**config.mk**
```make
export PLATFORM = sky130hd
export DESIGN_NAME = dram_mode_regs_flat
export DESIGN_NICKNAME = d
export VERILOG_FILES = /design/src/hw/mode_regs_pkg.sv /design/src/hw/mode_reg_link.sv /design/src/hw/dram_mode_regs.sv /design/src/flat_wrapper.sv
export VERILOG_INCLUDE_DIRS = /design/src /design/src/hw
export SDC_FILE = /design/constraint.sdc
export NUM_CORES = 1
export LEC_CHECK = 0
export ABC_AREA = 1
export CORE_ASPECT_RATIO = 2
export CORE_MARGIN = 2
export CORE_UTILIZATION = 45
export DETAILED_ROUTE_END_ITERATION = 12
export DONT_BUFFER_PORTS = 1
export PLACE_DENSITY = 0.61
export SETUP_SLACK_MARGIN = 0.15
export SLEW_MARGIN = 25
export SYNTH_ARGS = -nofsm -noshare
export SYNTH_HDL_FRONTEND = slang
export SYNTH_SLANG_ARGS = --single-unit
export TNS_END_PERCENT = 1
```
**constraint.sdc**
```tcl
create_clock -name aclk -period 7.1 [get_ports aclk]
set_clock_uncertainty 0.05 [all_clocks]
set_input_delay 1.065 -clock aclk [delete_from_list [all_inputs] [get_ports aclk]]
set_output_delay 1.065 -clock aclk [all_outputs]
set_load 0.03 [all_outputs]
```
**src/hw/mode_regs_map.svh**
```systemverilog
// Constants for the IO configuration and refresh/thermal mode registers
// Assumes inclusion by the two ends of the command link, the link checker and the bench
`ifndef MODE_REGS_MAP_SVH
`define MODE_REGS_MAP_SVH

// ==========================================
// Addresses
`define ADDR_IO_CFG 6'h03
`define ADDR_REFRESH 6'h04
`define ADDR_LATENCY 6'h02
`define ADDR_SET_POINT 6'h0d
// ==========================================
// Field positions
`define IO_PULL_UP_BIT 0
`define IO_POSTAMBLE_BIT 1
`define IO_PROTECT_BIT 2
`define IO_READ_INV_BIT 6
`define IO_WRITE_INV_BIT 7
`define LAT_SET_BIT 6
`define SP_WRITE_BIT 6
`define SP_OP_BIT 7
`define RF_ABORT_BIT 3
`define RF_REPAIR_BIT 4
`define RF_FLAG_BIT 7
`define RF_WRITE_MASK 8'h78
// ==========================================
// Reset values, derated rate and long burst extra count
`define IO_CFG_RESET 8'h31
`define LATENCY_RESET 8'h00
`define RATE_DEFAULT 3'h3
`define RATE_DERATED 3'h6
`define LONG_BURST_EXTRA 5'h08
// ==========================================
// Controller register offsets (AXI4-Lite byte addresses)
`define CSR_CMD 5'h00
`define CSR_STATUS 5'h04
`define CSR_RDATA 5'h08
`define CSR_RL 5'h0c

`endif

```
**src/hw/mode_regs_pkg.sv**
```systemverilog
// Command type shared by the two ends of the mode register link, and the controller state type
// Assumes mode_regs_map.svh sits in the include path
package mode_regs_pkg;
	typedef enum logic [1:0] {
		cmd_none = 2'h0,
		cmd_write = 2'h1,
		cmd_read = 2'h2
	} mr_cmd_t;
	typedef enum logic [2:0] {
		st_idle = 3'b001,
		st_issue = 3'b010,
		st_wait = 3'b100
	} ctl_state_t;
endpackage

```
**src/hw/mode_reg_link.sv**
```systemverilog
// Command link between controller and DRAM mode register logic
// Assumes both ends share aclk
`timescale 1ns/10ps
`default_nettype none
interface mode_reg_link (
	input wire logic aclk
);
	import mode_regs_pkg::*;
	mr_cmd_t cmd;
	logic [5:0] addr;
	logic [7:0] wdata;
	logic rvalid;
	logic [7:0] rdata;
	modport ctrl (input aclk, output cmd, output addr, output wdata, input rvalid, input rdata);
	modport dram (input aclk, input cmd, input addr, input wdata, output rvalid, output rdata);
endinterface
`default_nettype wire

```
**src/hw/dram_mode_regs.sv**
```systemverilog
// DRAM end: IO configuration and refresh/thermal registers with set points
// Assumes one command per cycle from the controller on the same clock
`timescale 1ns/10ps
`default_nettype none
`include "mode_regs_map.svh"
module dram_mode_regs import mode_regs_pkg::*; #(
	parameter int DENSITY_GB = 4
) (
	input wire logic aresetn,
	mode_reg_link.dram link,
	input wire logic init_done,
	input wire logic [2:0] sensor_rate,
	input wire logic derate_needed,
	input wire logic write_ap_done,
	input wire logic read_ap_done,
	input wire logic long_burst,
	output logic [5:0] read_latency,
	output logic [5:0] write_latency,
	output logic read_inversion_enable,
	output logic write_inversion_enable,
	output logic [2:0] pull_down_strength,
	output logic pull_up_cal_point,
	output logic write_postamble_length,
	output logic repair_protect,
	output logic repair_mode,
	output logic self_refresh_abort_en,
	output logic precharge_start
);
	logic [7:0] io_cfg [2];
	logic [7:0] lat_cfg [2];
	logic [7:0] sp_ctrl;
	logic [7:0] rf_ctrl;
	logic [2:0] rate;
	logic temperature_update_flag;
	logic [5:0] count;
	logic counting;
	logic wsp, osp;
	logic [7:0] act_io, act_lat, rf_read;
	logic wr_io, wr_rf, rd_rf;
	logic [2:0] new_rate;
	logic [4:0] wr_count, rtp_count;

	function automatic logic [5:0] rl_of(input logic [2:0] c, input logic inv);
		logic [5:0] a [8];
		logic [5:0] b [8];
		a = '{6'h06, 6'h0a, 6'h0e, 6'h14, 6'h18, 6'h1c, 6'h20, 6'h24};
		b = '{6'h06, 6'h0c, 6'h10, 6'h16, 6'h1c, 6'h20, 6'h24, 6'h28};
		return inv ? b[c] : a[c];
	endfunction
	function automatic logic [5:0] wl_of(input logic [2:0] c, input logic setb);
		logic [5:0] a [8];
		logic [5:0] b [8];
		a = '{6'h04, 6'h06, 6'h08, 6'h0a, 6'h0c, 6'h0e, 6'h10, 6'h12};
		b = '{6'h04, 6'h08, 6'h0c, 6'h12, 6'h16, 6'h1a, 6'h1e, 6'h22};
		return setb ? b[c] : a[c];
	endfunction

	assign wsp = sp_ctrl[`SP_WRITE_BIT];
	assign osp = sp_ctrl[`SP_OP_BIT];
	assign act_io = io_cfg[osp];
	assign act_lat = lat_cfg[osp];
	assign wr_io = link.cmd == cmd_write && link.addr == `ADDR_IO_CFG;
	assign wr_rf = link.cmd == cmd_write && link.addr == `ADDR_REFRESH;
	assign rd_rf = link.cmd == cmd_read && link.addr == `ADDR_REFRESH;
	assign rf_read = {temperature_update_flag, rf_ctrl[6:3], rate};
	assign new_rate = derate_needed ? `RATE_DERATED : sensor_rate;
	always_comb begin
		unique case (act_lat[2:0])
			3'h4: rtp_count = 5'h0a;
			3'h5: rtp_count = 5'h0c;
			3'h6: rtp_count = 5'h0e;
			3'h7: rtp_count = 5'h10;
			default: rtp_count = 5'h08;
		endcase
		unique case (act_lat[5:3])
			3'h0: wr_count = 5'h06;
			3'h1: wr_count = 5'h0a;
			3'h2: wr_count = 5'h10;
			3'h3: wr_count = 5'h14;
			3'h4: wr_count = 5'h18;
			3'h5: wr_count = 5'h1e;
			3'h6: wr_count = 5'h22;
			default: wr_count = 5'h28;
		endcase
	end

	// ==========================================
	// Set point and latency registers
	always_ff @(posedge link.aclk) begin
		if (!aresetn) begin
			sp_ctrl <= 8'h00;
			lat_cfg[0] <= `LATENCY_RESET;
			lat_cfg[1] <= `LATENCY_RESET;
		end else if (link.cmd == cmd_write && link.addr == `ADDR_SET_POINT) begin
			sp_ctrl <= link.wdata;
		end else if (link.cmd == cmd_write && link.addr == `ADDR_LATENCY) begin
			lat_cfg[wsp] <= link.wdata;
		end
	end

	// ==========================================
	// IO configuration copies
	always_ff @(posedge link.aclk) begin
		if (!aresetn) begin
			io_cfg[0] <= `IO_CFG_RESET;
			io_cfg[1] <= `IO_CFG_RESET;
		end else if (wr_io) begin
			io_cfg[wsp] <= link.wdata;
			io_cfg[wsp][`IO_PROTECT_BIT] <= link.wdata[`IO_PROTECT_BIT] | repair_protect;
		end
	end

	// ==========================================
	// Refresh, repair and thermal register
	always_ff @(posedge link.aclk) begin
		if (!aresetn) begin
			rf_ctrl <= 8'h00;
		end else if (wr_rf) begin
			rf_ctrl[6:5] <= link.wdata[6:5];
			rf_ctrl[`RF_ABORT_BIT] <= link.wdata[`RF_ABORT_BIT];
			if (!(repair_protect && link.wdata[`RF_REPAIR_BIT])) begin
				rf_ctrl[`RF_REPAIR_BIT] <= link.wdata[`RF_REPAIR_BIT];
			end
		end
	end
	always_ff @(posedge link.aclk) begin
		if (!aresetn) begin
			rate <= `RATE_DEFAULT;
			temperature_update_flag <= 1'b0;
		end else if (init_done) begin
			rate <= new_rate;
			if (new_rate != rate) begin
				temperature_update_flag <= 1'b1;
			end else if (rd_rf) begin
				temperature_update_flag <= 1'b0;
			end
		end else if (rd_rf) begin
			temperature_update_flag <= 1'b0;
		end
	end

	// ==========================================
	// Read answer
	always_ff @(posedge link.aclk) begin
		if (!aresetn) begin
			link.rvalid <= 1'b0;
			link.rdata <= 8'h00;
		end else begin
			link.rvalid <= link.cmd == cmd_read;
			if (link.cmd == cmd_read) begin
				if (link.addr == `ADDR_IO_CFG) link.rdata <= io_cfg[wsp];
				else if (link.addr == `ADDR_REFRESH) link.rdata <= rf_read;
				else if (link.addr == `ADDR_LATENCY) link.rdata <= lat_cfg[wsp];
				else if (link.addr == `ADDR_SET_POINT) link.rdata <= sp_ctrl;
				else link.rdata <= 8'h00;
			end
		end
	end

	// ==========================================
	// Auto precharge delay
	always_ff @(posedge link.aclk) begin
		if (!aresetn) begin
			count <= 6'h00;
			counting <= 1'b0;
			precharge_start <= 1'b0;
		end else begin
			precharge_start <= 1'b0;
			if (write_ap_done) begin
				count <= {1'b0, wr_count} - 6'h01;
				counting <= 1'b1;
			end else if (read_ap_done) begin
				count <= (long_burst ? {1'b0, rtp_count} + {1'b0, `LONG_BURST_EXTRA}
					: {1'b0, rtp_count}) - 6'h01;
				counting <= 1'b1;
			end else if (counting) begin
				if (count == 6'h00) begin
					counting <= 1'b0;
					precharge_start <= 1'b1;
				end else begin
					count <= count - 6'h01;
				end
			end
		end
	end

	// ==========================================
	// Operating outputs from active set point; repair and abort outputs from write data and refresh register
	always_ff @(posedge link.aclk) begin
		if (!aresetn) begin
			read_latency <= 6'h06;
			write_latency <= 6'h04;
			read_inversion_enable <= 1'b0;
			write_inversion_enable <= 1'b0;
			pull_down_strength <= 3'h6;
			pull_up_cal_point <= 1'b1;
			write_postamble_length <= 1'b0;
			repair_protect <= 1'b0;
			repair_mode <= 1'b0;
			self_refresh_abort_en <= 1'b0;
		end else begin
			read_latency <= rl_of(act_lat[2:0], act_io[`IO_READ_INV_BIT]);
			write_latency <= wl_of(act_lat[5:3], act_lat[`LAT_SET_BIT]);
			read_inversion_enable <= act_io[`IO_READ_INV_BIT];
			write_inversion_enable <= act_io[`IO_WRITE_INV_BIT];
			pull_down_strength <= act_io[5:3];
			pull_up_cal_point <= act_io[`IO_PULL_UP_BIT];
			write_postamble_length <= act_io[`IO_POSTAMBLE_BIT];
			repair_protect <= repair_protect | (wr_io & link.wdata[`IO_PROTECT_BIT]);
			repair_mode <= rf_ctrl[`RF_REPAIR_BIT];
			self_refresh_abort_en <= rf_ctrl[`RF_ABORT_BIT] && DENSITY_GB >= 12;
		end
	end
endmodule // dram_mode_regs
`default_nettype wire

```
**src/flat_wrapper.sv**
```systemverilog
// flat-port wrapper written by rule: the top's interface ports become plain ports
module dram_mode_regs_flat import mode_regs_pkg::*;
#(
	parameter int DENSITY_GB = 4
)
  (aresetn, init_done, sensor_rate, derate_needed, write_ap_done, read_ap_done, long_burst, read_latency, write_latency, read_inversion_enable, write_inversion_enable, pull_down_strength, pull_up_cal_point, write_postamble_length, repair_protect, repair_mode, self_refresh_abort_en, precharge_start, aclk, link_cmd, link_addr, link_wdata, link_rvalid, link_rdata);
  mode_reg_link link_i (.aclk(aclk));
  input wire logic aresetn;
  input wire logic init_done;
  input wire logic [2:0] sensor_rate;
  input wire logic derate_needed;
  input wire logic write_ap_done;
  input wire logic read_ap_done;
  input wire logic long_burst;
  output logic [5:0] read_latency;
  output logic [5:0] write_latency;
  output logic read_inversion_enable;
  output logic write_inversion_enable;
  output logic [2:0] pull_down_strength;
  output logic pull_up_cal_point;
  output logic write_postamble_length;
  output logic repair_protect;
  output logic repair_mode;
  output logic self_refresh_abort_en;
  output logic precharge_start;
  input wire logic aclk;
  input wire logic [$bits(link_i.cmd)-1:0] link_cmd;
  input wire logic [$bits(link_i.addr)-1:0] link_addr;
  input wire logic [$bits(link_i.wdata)-1:0] link_wdata;
  output wire logic [$bits(link_i.rvalid)-1:0] link_rvalid;
  output wire logic [$bits(link_i.rdata)-1:0] link_rdata;
  assign link_i.cmd = link_cmd;
  assign link_i.addr = link_addr;
  assign link_i.wdata = link_wdata;
  assign link_rvalid = link_i.rvalid;
  assign link_rdata = link_i.rdata;
  dram_mode_regs #(.DENSITY_GB(DENSITY_GB)) u_core (.aresetn(aresetn), .link(link_i), .init_done(init_done), .sensor_rate(sensor_rate), .derate_needed(derate_needed), .write_ap_done(write_ap_done), .read_ap_done(read_ap_done), .long_burst(long_burst), .read_latency(read_latency), .write_latency(write_latency), .read_inversion_enable(read_inversion_enable), .write_inversion_enable(write_inversion_enable), .pull_down_strength(pull_down_strength), .pull_up_cal_point(pull_up_cal_point), .write_postamble_length(write_postamble_length), .repair_protect(repair_protect), .repair_mode(repair_mode), .self_refresh_abort_en(self_refresh_abort_en), .precharge_start(precharge_start));
endmodule
```
==> metrics.csv <==
metric,value,unit
Mapped Avg Cell Area,7.97,um^2
most frequent cell on the critical path,nand2_1,
placer congestion estimate,0.933,
clk slew on worst S/H paths,0.07,ns
DRC Markers,0,
Final Setup Violations,0,
Placement Setup Slack,3.88,ns
Placement Cell Area,4290,um^2
Hold Path Class,reg -> reg,
Slew Limit Fails,0,
Clock Tree Buf Depth,2,
dpl cells,621,
ys async rst share,0,%
Iter 0 DRT Violations,171,
Worst setup EP type,flop,
# resized after CTS,0,
Max VDD drop,0.132,mV
most frequent cells in the layout,"nand2_1, o21ai_0, inv_1",
Layout Area Growth over Synthesis,7.22,%
vias in the first global route,3392,
clock tree sinks,86,
Routed Antenna Nets,0,
worst-path cell chain,"inv_2, or2_2, o21ai_0, inv_1, ha_1, inv_1, nand2_1, nor2_1, nand2_1, ha_1, a21oi_1, nand2_1, o21ai_2, nand3b_1, nand3_1, a21oi_1",
status,completed,
CP Class,reg -> reg,
CTS tree,yes,
clk root buf,clkbuf_16,
DR vias,3488,
hpwl dp,8520,um
Synth area leaders,"dfxtp_1, edfxtp_1, nand2_1",
LEAKAGE,1.92,nW
Buffers & Inverters on Critical Path,3,
highest clock rate,311,MHz
I/O Pins,58,
layout cell share with drive strength beyond 1,7.32,%
synth unique cells,39,
"Hold Violations, Final",0,
vias per inst,5.48,
CP Data Required Time,7.33,ns
total of max-cap violations,0,
PwrDens,233,nW/um^2
Synth top area share,25.4,%
Die Span Y,142,um
Post-CTS Hold Fix Bufs,0,
WL final,10900,um
IO Port Bufs,0,
slowest CP cell,dfxtp_1,
first-pass GRT wire length,16900,um
RSZ-0062 raised after global routing,false,
WL/cell,17.0,um
Congestion Overflow GR,0,
Post-CTS Setup Bufs,0,
min cycle time layout,3.21,ns
final worst path period share,45.2,%
synthesized cell area,4260,um^2
Post-synth EDFFs,32,
Synth Flop Type,dfxtp_1,
H-tree depth,3,
worst slew margin relative to its limit,41.8,%
site row count,50,
Synthesis Warnings,0,
Final #Nets,568,
Fin Hold WS,0.385,ns
Core Area,9260,um^2
Die X,72.8,um
setup TNS,0,ns
"non-filler cells, final",637,
max incr delay on CP,0.69,ns
number of diodes,0,
Skew-Pair Late Insertion Delay,0.34,ns
CP Data Arrival Time,3.44,ns
Worst Path Max Fanout,16,
leading area contributor after synthesis,dfxtp_1,
"Seq/Total Area, Yosys",47.9,%
final worst slack,3.89,ns
Die Area,10300,um^2
Yosys reg bits,86,
Num CTS Buffers,9,
Tot GR Track Use,22.0,%
worst-margin pin slew,0.873,ns
largest net degree at the start of global routing,36,
Starting Density,46.0,%
final instance area,4570,um^2
CP top delay family,simple AND/OR/NAND/NOR gates,
"commonest non-fill, non-tap cell in the layout",nand2_1,
TritonRoute pass-1 iters,4,
initial antenna violation count,0,
Syn Inst Count,535,
startpoint types,flop,
per-layer routing:
metal,part of all wire [%],GRT usage [%],vias up
met1,36,22.4,1623
met2,57,41.6,98
met5,0,0,-
met3,3.5,3.41,23
li1,-,-,1744
met4,3.7,11.0,0
stage by stage:
| step | util [%] | total power, mW |
|---|---|---|
| after global placement | 46.4 | 0.635 |
| after CTS | 49.4 | 1.07 |
| after global routing | 49.4 | 1.10 |
| after floorplan | - | 0.620 |
| final | 49.4 | 1.07 |
| after detailed placement | 46.4 | 0.637 |
cell families (layout without fill, tap and decap cells):
| family | count (synthesis) | count (layout) | share of synthesized area (%) |
|---|---|---|---|
| AND/OR/NAND/NOR | 209 | 209 | 21.1 |
| AO/OA/AOI/OAI | 128 | 128 | 16.3 |
| buffers and inverters | 88 | 84 | 8.46 |
| flip-flops | 86 | 86 | 47.9 |
| adder cells (fa/ha/maj) | 14 | 14 | 4.11 |
| multiplexers | 6 | 6 | 1.41 |
| XOR/XNOR | 3 | 3 | 0.617 |
| other | 1 | 3 | 0.0880 |
final timing paths:
check | end | start | slack, ns | cells after the start
min reg2reg | u_core.repair_mode | u_core.rf_ctrl[4] | 0.39 | 2
max | u_core.count[4] | flop | 3.89 | 16
min | u_core.repair_mode | u_core.rf_ctrl[4] | 0.39 | 2
max reg2reg | u_core.count[4] | flop | 3.89 | 16
worst register-to-register path: cells and delay by family (launching register included):
family,cells,cell delay (ns)
fa+ha+maj,2,0.50
flops,1,0.69
buf+inv,3,0.44
simple gates,7,0.90
compound gates,4,0.55
cells in the mapped netlist (all sizes together), types with 5 or more instances:
library cell / instances
ha: 14
nand2: 107
buf: 10
or2: 5
o21ai: 72
nand3: 22
a21oi: 40
a31oi: 7
inv: 67
dfxtp: 54
clkbuf: 10
nor2: 65
edfxtp: 32
mux2i: 6
flip-flops by register name, summed over array words and instances, names as in the netlist, 3 cells and up, named ones only:
signal	cells
u_core.count	6
u_core.io_cfg	16
u_core.lat_cfg	16
u_core.link.rdata	8
u_core.pull_down_strength	3
u_core.rate	3
u_core.read_latency	5
u_core.rf_ctrl	4
u_core.sp_ctrl	8
u_core.write_latency	5
power by group:
| part | switching [mW] | total, mW | internal, mW | leakage, nW |
|---|---|---|---|---|
| clock | 0.201 | 0.441 | 0.240 | 0.129 |
| combinational | 0.0548 | 0.0782 | 0.0234 | 1.03 |
| sequential | 0.0201 | 0.548 | 0.528 | 0.761 |
| total | 0.276 | 1.07 | 0.790 | 1.92 |
layout make-up:
type / instances / area, um^2
fillers: 926 / 4690
flip-flops and latches: 86 / 2040
multi-input cells: 363 / 1870
inverters: 68 / 255
clock buffers: 10 / 229
well taps: 104 / 130
clock inverters: 6 / 46.3
Note: power is estimated with default switching activity, not from simulation.
